File: src/common/config_bank_zero_regs.vh
// Offsets, field positions, reset values and frame constants of the bank-zero registers
`ifndef CONFIG_BANK_ZERO_REGS_VH
`define CONFIG_BANK_ZERO_REGS_VH

// Register addresses
`define ADDR_CONTROL_WORD     8'h00
`define ADDR_CHAIN_LENGTH     8'h01
`define ADDR_BANK_SELECT      8'h03
`define ADDR_INIT_KEY_ONE     8'h04
`define ADDR_CONTROL_MIRROR   8'h06

// Control word fields
`define CTRL_SOFT_RESET_BIT   0
`define CTRL_READ_EN_BIT      1
`define CTRL_LEGACY_MODE_BIT  2

// Chain length field position
`define CHAIN_LEN_MSB         6
`define CHAIN_LEN_LSB         2

// Bank selector field and codes
`define BANK_SEL_MSB          7
`define BANK_CODE_ZERO        8'h00
`define BANK_CODE_ONE         8'h02
`define BANK_CODE_TWO         8'h10

// Init key field
`define INIT_KEY_MSB          3

// Reset values
`define RST_CONTROL_WORD      16'h0000
`define RST_CHAIN_LENGTH      5'h00
`define RST_BANK_SELECT       8'h02
`define RST_INIT_KEY_ONE      4'h0

// Frame format
`define FRAME_BITS            10'h018
`define FRAME_MSB             23
`define DAISY_READ_CMD        8'hFE
`define BIT_COUNT_ZERO        10'h000
`define BIT_COUNT_ONE         10'h001
`define BIT_COUNT_MAX         10'h3FF

`endif

File: src/logic/config_bank_zero.v
// Bank-zero configuration registers behind the serial configuration port
`include "config_bank_zero_regs.vh"

module config_bank_zero (
    // Clock, reset, enable
    input  wire        i_clk,
    input  wire        i_reset_n,
    input  wire        i_ce,
    // Serial configuration pins
    input  wire        i_cs_n,
    input  wire        i_sclk,
    input  wire        i_sdi,
    output wire        o_sdo,
    // Other banks, same clock
    output reg         o_ext_wr,
    output reg  [7:0]  o_ext_addr,
    output reg  [15:0] o_ext_wdata,
    input  wire [15:0] i_ext_rdata,
    // Configuration outputs
    output wire [4:0]  o_chain_length,
    output wire [7:0]  o_bank_select,
    output wire [3:0]  o_init_key,
    output wire        o_legacy_mode,
    output wire        o_read_enable,
    output reg         o_adc_reset
);

    wire        cs_n_s;
    wire        sclk_s;
    wire        sdi_s;
    reg         sclk_d_reg;
    reg         cs_n_d_reg;
    reg  [23:0] rx_reg;
    reg  [23:0] tx_reg;
    reg         sdo_reg;
    reg  [9:0]  bit_count_reg;
    reg  [15:0] control_reg;
    reg  [4:0]  chain_len_reg;
    reg  [7:0]  bank_sel_reg;
    reg  [3:0]  init_key_reg;

    wire        sclk_rise;
    wire        sclk_fall;
    wire        cs_rise;
    wire        cs_fall;
    wire [9:0]  frame_bits;
    wire        frame_ok;
    wire [7:0]  cmd_byte;
    wire [7:0]  addr_byte;
    wire [15:0] data_word;
    wire        legacy_reads;
    wire        daisy_read;
    wire        is_read;
    wire        bank_zero;
    wire        always_mapped;
    wire [7:0]  read_addr;
    wire        read_mapped;
    wire [15:0] mirror_value;
    reg  [15:0] read_value;

    // Pin synchronisers
    // CS idles high, so its flops reset high and no false edge follows reset
    pin_sync #(.RESET_LEVEL(1'b1)) u_sync_cs (
        .i_clk     (i_clk),
        .i_reset_n (i_reset_n),
        .i_ce      (i_ce),
        .i_pin     (i_cs_n),
        .o_level   (cs_n_s)
    );

    pin_sync u_sync_sclk (
        .i_clk     (i_clk),
        .i_reset_n (i_reset_n),
        .i_ce      (i_ce),
        .i_pin     (i_sclk),
        .o_level   (sclk_s)
    );

    pin_sync u_sync_sdi (
        .i_clk     (i_clk),
        .i_reset_n (i_reset_n),
        .i_ce      (i_ce),
        .i_pin     (i_sdi),
        .o_level   (sdi_s)
    );

    // Edge detection on synchronised pins
    assign sclk_rise = sclk_s & ~sclk_d_reg & ~cs_n_s;
    assign sclk_fall = ~sclk_s & sclk_d_reg & ~cs_n_s;
    assign cs_rise   = cs_n_s & ~cs_n_d_reg;
    assign cs_fall   = ~cs_n_s & cs_n_d_reg;

    // Expected frame length follows the chain size outside legacy mode, one word in legacy mode
    assign frame_bits = o_legacy_mode ? `FRAME_BITS
                      : `FRAME_BITS * ({5'h00, chain_len_reg} + `BIT_COUNT_ONE);
    assign frame_ok   = (bit_count_reg == frame_bits);

    // Frame fields: command, address, data
    assign cmd_byte  = rx_reg[`FRAME_MSB:16];
    assign addr_byte = rx_reg[`FRAME_MSB:16];
    assign data_word = rx_reg[15:0];

    // Read selection per mode
    assign legacy_reads = o_legacy_mode & o_read_enable;
    assign daisy_read   = ~o_legacy_mode & (cmd_byte == `DAISY_READ_CMD);
    assign is_read      = legacy_reads | daisy_read;

    // Bank routing; control word and selector stay reachable from any bank
    assign bank_zero     = (bank_sel_reg == `BANK_CODE_ZERO);
    assign always_mapped = (addr_byte == `ADDR_CONTROL_WORD) | (addr_byte == `ADDR_BANK_SELECT);

    // Mirror shows the control word with read enable reported set
    assign mirror_value = control_reg | (16'h0001 << `CTRL_READ_EN_BIT);

    // Address a read refers to; control word and selector stay local in every bank
    assign read_addr   = daisy_read ? data_word[7:0] : addr_byte;
    assign read_mapped = (read_addr == `ADDR_CONTROL_WORD) | (read_addr == `ADDR_BANK_SELECT);

    // Read data selection
    always @* begin
        read_value = 16'h0000;
        if (!bank_zero && !read_mapped) begin
            read_value = i_ext_rdata;
        end else begin
            case (read_addr)
                `ADDR_CHAIN_LENGTH:   read_value[`CHAIN_LEN_MSB:`CHAIN_LEN_LSB] = chain_len_reg;
                `ADDR_BANK_SELECT:    read_value[`BANK_SEL_MSB:0] = bank_sel_reg;
                `ADDR_INIT_KEY_ONE:   read_value[`INIT_KEY_MSB:0] = init_key_reg;
                `ADDR_CONTROL_MIRROR: read_value = mirror_value;
                default:              read_value = 16'h0000;
            endcase
        end
    end

    // Serial shifting, frame commit and register updates
    always @(posedge i_clk or negedge i_reset_n) begin
        if (!i_reset_n) begin
            sclk_d_reg     <= 1'b0;
            cs_n_d_reg     <= 1'b1;
            rx_reg         <= 24'h000000;
            tx_reg         <= 24'h000000;
            sdo_reg        <= 1'b0;
            bit_count_reg  <= `BIT_COUNT_ZERO;
            control_reg    <= `RST_CONTROL_WORD;
            chain_len_reg  <= `RST_CHAIN_LENGTH;
            bank_sel_reg   <= `RST_BANK_SELECT;
            init_key_reg   <= `RST_INIT_KEY_ONE;
            o_ext_wr       <= 1'b0;
            o_ext_addr     <= 8'h00;
            o_ext_wdata    <= 16'h0000;
            o_adc_reset    <= 1'b0;
        end else if (i_ce) begin
            sclk_d_reg  <= sclk_s;
            cs_n_d_reg  <= cs_n_s;
            o_ext_wr    <= 1'b0;
            o_adc_reset <= 1'b0;
            // Sample on rising SCLK; data passes through with a 24-clock delay
            if (sclk_rise) begin
                rx_reg <= {rx_reg[22:0], sdi_s};
                tx_reg <= {tx_reg[22:0], sdi_s};
                if (bit_count_reg != `BIT_COUNT_MAX) begin
                    bit_count_reg <= bit_count_reg + `BIT_COUNT_ONE;
                end
            end
            // Drive SDO on falling SCLK or at frame start
            if (sclk_fall || cs_fall) begin
                sdo_reg <= tx_reg[`FRAME_MSB];
            end
            if (cs_fall) begin
                bit_count_reg <= `BIT_COUNT_ZERO;
            end
            // Frame commit at chip-select release
            if (cs_rise && frame_ok) begin
                if (is_read) begin
                    tx_reg <= {read_addr, read_value};
                end else begin
                    if (addr_byte == `ADDR_CONTROL_WORD) begin
                        control_reg <= data_word;
                        control_reg[`CTRL_SOFT_RESET_BIT] <= 1'b0;
                        if (data_word[`CTRL_SOFT_RESET_BIT]) begin
                            control_reg   <= `RST_CONTROL_WORD;
                            chain_len_reg <= `RST_CHAIN_LENGTH;
                            bank_sel_reg  <= `RST_BANK_SELECT;
                            init_key_reg  <= `RST_INIT_KEY_ONE;
                            o_adc_reset   <= 1'b1;
                        end
                    end else if (addr_byte == `ADDR_BANK_SELECT) begin
                        bank_sel_reg <= data_word[`BANK_SEL_MSB:0];
                    end else if (!bank_zero && !always_mapped) begin
                        o_ext_wr    <= 1'b1;
                        o_ext_addr  <= addr_byte;
                        o_ext_wdata <= data_word;
                    end else if (addr_byte == `ADDR_CHAIN_LENGTH) begin
                        chain_len_reg <= data_word[`CHAIN_LEN_MSB:`CHAIN_LEN_LSB];
                    end else if (addr_byte == `ADDR_INIT_KEY_ONE) begin
                        init_key_reg <= data_word[`INIT_KEY_MSB:0];
                    end
                end
            end
        end
    end

    // Configuration outputs
    assign o_sdo          = sdo_reg;
    assign o_chain_length = chain_len_reg;
    assign o_bank_select  = bank_sel_reg;
    assign o_init_key     = init_key_reg;
    assign o_legacy_mode  = control_reg[`CTRL_LEGACY_MODE_BIT];
    assign o_read_enable  = control_reg[`CTRL_READ_EN_BIT];

endmodule

File: src/logic/pin_sync.v
// Two-flop synchroniser for one pin input
module pin_sync #(
    // Level both flops take in reset, the idle level of the pin
    parameter RESET_LEVEL = 1'b0
) (
    // Clock and reset
    input  wire i_clk,
    input  wire i_reset_n,
    input  wire i_ce,
    // Pin in, synchronised level out
    input  wire i_pin,
    output wire o_level
);

    reg meta_reg;
    reg level_reg;

    // First flop feeds only the second
    always @(posedge i_clk or negedge i_reset_n) begin
        if (!i_reset_n) begin
            meta_reg  <= RESET_LEVEL;
            level_reg <= RESET_LEVEL;
        end else if (i_ce) begin
            meta_reg  <= i_pin;
            level_reg <= meta_reg;
        end
    end

    assign o_level = level_reg;

endmodule

File: config.mk
export PLATFORM = sky130hd
export DESIGN_NAME = config_bank_zero
export DESIGN_NICKNAME = d
export VERILOG_FILES = /design/src/logic/config_bank_zero.v /design/src/logic/pin_sync.v
export VERILOG_INCLUDE_DIRS = /design/src /design/src/common
export SDC_FILE = /design/constraint.sdc
export NUM_CORES = 1
export LEC_CHECK = 0
export BUFFER_PORTS_ARGS = -buffer_cell sky130_fd_sc_hd__buf_4
export CORE_ASPECT_RATIO = 0.6
export CORE_MARGIN = 3
export CORE_UTILIZATION = 35
export CTS_CLUSTER_DIAMETER = 120
export DETAILED_ROUTE_END_ITERATION = 10
export SYNTH_ARGS = -nofsm -noshare
export SYNTH_HDL_FRONTEND = slang
export SYNTH_HIERARCHICAL = 1
export SYNTH_SLANG_ARGS = --single-unit
File: constraint.sdc
create_clock -name i_clk -period 3.1 [get_ports i_clk]
set_input_delay 0.775 -clock i_clk [delete_from_list [all_inputs] [get_ports i_clk]]
set_output_delay 0.775 -clock i_clk [all_outputs]
set_load 0.005 [all_outputs]
==> run_results.csv <==
group,metric,value,unit
synth,ys.flop_type,"dfrtp_1",
global_route,grt_busiest_layer,"met1",
floorplan,die_h,114,um
route,remaining_drc_errors,0,
sta,finalSetupTns,-1.80,ns
power,p_seq_share,36.5,%
power,switching_power,1.90,mW
sta,max_slew_margin,58.4,%
global_route,use_met1,28.8,%
global_route,gr-total-overflow,0,
power,intPower,3.71,mW
power,power.leakage,4.34,nW
synth,synthCells,649,
clock_tree,cts_inserted_buffers,17,
final_layout,drive_above_1_share,38.2,%
synth,ys_warn_count,6,
power,p_clk_share,38.1,%
global_route,grt_usage,18.5,%
route,viasPerCell,5.33,
route,first_pass_iters,7,
sta,clock_skew,0.00782,ns
final_layout,final_area,9050,um^2
floorplan,die_x,186,um
route,ant_nets,0,
run,drv_cap,0,
placed_design,portBuffers,67,
final_layout,final_common_cell,"buf_4",
global_route,grt_pass1_wl,30.1,mm
synth,synth_edf_count,0,
clock_tree,clk_pin_slew,0.06,ns
placed_design,placed_area,8030,um^2
final_layout,fin_nets,807,
clock_tree,cts_tree,"built",
run_status,violations,"setup timing",
route,drt_iter0_drc,340,
final_layout,final_cell_mix,"buf_4, dfrtp_1, nand2_1",
final_layout,utilization,48.8,%
placed_design,placedCellCount,983,
synth,synth_cell_types,72,
sta,drv_slew,0,
clock_tree,h-tree-depth,4,
critical_path,critPathLaunchType,"register",
clock_tree,cts_sinks,125,
route,wl_per_cell,19.0,um
synth,synth_nets,678,
synth,avgSynthCellArea,10.5,um^2
route,finalWirelength,19.6,mm
critical_path,critPathRequiredTime,3.40,ns
clock_tree,clk_latency,0.42,ns
power,switching_share,33.8,%
critical_path,path_class,"reg2reg",
global_route,antenna_found_initial,0,
clock_tree,cts-root-buf,"clkbuf_16",
synth,yosysSeqAreaShare,46.1,%
sta,fin_crit_sh,102,%
floorplan,die_area,21200,um^2
route,num_vias,5494,
sta,fin_crit,3.17,ns
min_path,hold_path_class,"in2async",
critical_path,critPathArrivalTime,3.47,ns
floorplan,core.rowCount,38,
sta,setup_viol,47,
placed_design,dp_hpwl,14.0,mm
final_layout,layoutNonFillerInstCount,1031,
sta,max_freq,316,MHz
global_route,first_global_vias,5372,
clock_tree,clockBufferDepth,2,
sta,rsz0062_at_grt,"yes",
sta,final_hold_viol_count,0,
floorplan,design.core.area,18500,um^2
global_route,grt_use_met3,5.16,%
power,ir_worst_vdd,0.507,mV
power,pwr-share-comb,25.4,%
critical_path,path_max_fanout,16,
floorplan,ioPinCount,68,
global_route,grt_util_met2,25.5,%
synth,synth-seq-cells,125,
sta,tightestPinTransition,0.618,ns
power,powerDensity,620,nW/um^2
run_status,outcome,"finished with violations",
critical_path,endpoint_kind,"register",
sta,fin_ws,-0.0674,ns
global_route,grt_start_max_net_pins,72,
placed_design,place.gp.congestion,0.861,
clock_tree,ctsHoldBuffers,0,
final_layout,syn2layout_area_growth,33.2,%
synth,postSynth.asyncResetShare,100,%
floorplan,initial_utilization,36.6,%
final_layout,num_antenna_cells,0,
synth,syn_area,6790,um^2
## final timing paths
path | slack, ns | cells past startpoint | start | end
min in group i_clk | 0.49 | 1 | tx_reg[5]$_DFFE_PN0P_ | tx_reg[5]$_DFFE_PN0P_
hold / removal | 0.25 | 1 | i_reset_n | bit_count_reg[5]$_DFFE_PN0P_
hold reg to reg | 0.49 | 1 | tx_reg[5]$_DFFE_PN0P_ | tx_reg[5]$_DFFE_PN0P_
setup reg to reg | -0.07 | 13 | o_chain_length[3]$_DFFE_PN0P_ | tx_reg[6]$_DFFE_PN0P_
setup / recovery | -0.07 | 13 | o_chain_length[3]$_DFFE_PN0P_ | tx_reg[6]$_DFFE_PN0P_
max in group asynchronous | 2.06 | 2 | i_reset_n | o_chain_length[2]$_DFFE_PN0P_
## cells by family (layout without fill, tap and decap cells)
group / Yosys count / in the layout / synth area share (%)
AND/OR/NAND/NOR: 235 / 235 / 18.5
flip-flops: 125 / 125 / 46.1
AO/OA/AOI/OAI: 110 / 110 / 13.2
buffers and inverters: 81 / 223 / 5.29
multiplexers: 73 / 73 / 12.9
XOR/XNOR: 18 / 18 / 2.65
adder cells (fa/ha/maj): 7 / 7 / 1.29
## cells in the mapped netlist, types with 5 or more instances
cell type	n	area share, %
a21oi_1	23	1.7
a221oi_2	20	4.4
and2_1	11	1.0
and4_1	6	0.77
buf_2	11	0.81
buf_6	5	0.83
clkbuf_1	18	0.99
dfrtp_1	121	45
ha_1	7	1.3
inv_1	44	2.4
mux2_1	5	0.83
mux2_2	35	5.8
mux2_4	19	4.2
mux2i_1	14	2.1
nand2_1	85	4.7
nand3_1	10	0.74
nand4_1	6	0.55
nor2_1	40	2.2
nor2b_1	21	1.9
nor3_1	5	0.37
nor3b_1	10	1.1
nor4_1	7	0.64
o21ai_0	23	1.7
o41ai_1	6	0.77
or3_1	6	0.55
xnor2_1	9	1.2
xor2_1	6	0.77
## power by group through the flow
stage          clock network, mW  registers [mW]  logic (mW)
2_1_floorplan                  0            1.99       0.906
3_3_place_gp                   0            2.06        1.34
3_5_place_dp                   0            2.07        1.39
4_1_cts                     2.17            2.04        1.40
5_1_grt                     2.25            2.07        1.55
6_report                    2.14            2.05        1.42
## layer usage
layer / part of all wire (%) / vias up / wire length, um
met5: 0 / - / 0
met4: 0.38 / 0 / 74
met3: 6.7 / 11 / 1310
met2: 42 / 174 / 8240
met1: 51 / 2747 / 9970
li1: - / 2562 / -
## repair_timing
item                                    in CTS  in global routing
resized for setup                           15                 35
gates cloned                                 1                  3
endpoints found under the setup margin      80                 82
setup buffers                                7                  7
pin swaps                                   13                 12
## cell type report
class                           count  area [um^2]
Clock buffer                       17          425
Clock inverter                     15          200
Fill cell                        1704         9500
Inverter                           45          169
Multi-Input combinational cell    443         3550
Sequential cell                   125         3140
Tap cell                          240          300
Timing Repair Buffer              146         1270
## through the flow
stage / total power, mW / setup slack, ns / hold slack, ns
2_1_floorplan: 2.90 / -0.0541 / 0.450
6_report: 5.61 / -0.0674 / 0.247
3_3_place_gp: 3.39 / -0.0519 / 0.464
5_1_grt: 5.87 / -0.180 / 0.258
4_1_cts: 5.62 / -0.0481 / 0.242
3_5_place_dp: 3.46 / -0.184 / 0.480
## critical path, cell delays in order, from the launching register on
cell     delay, ns
dfrtp_1       0.49
nand3_1       0.14
or2_4         0.28
inv_2         0.08
ha_4          0.20
nor2b_4       0.12
and3_4        0.16
a311o_1       0.30
nor3_4        0.19
buf_6         0.14
xnor2_2       0.08
o31a_1        0.40
buf_12        0.19
a211o_1       0.29
No activity file was read; power rests on OpenSTA's default activity.
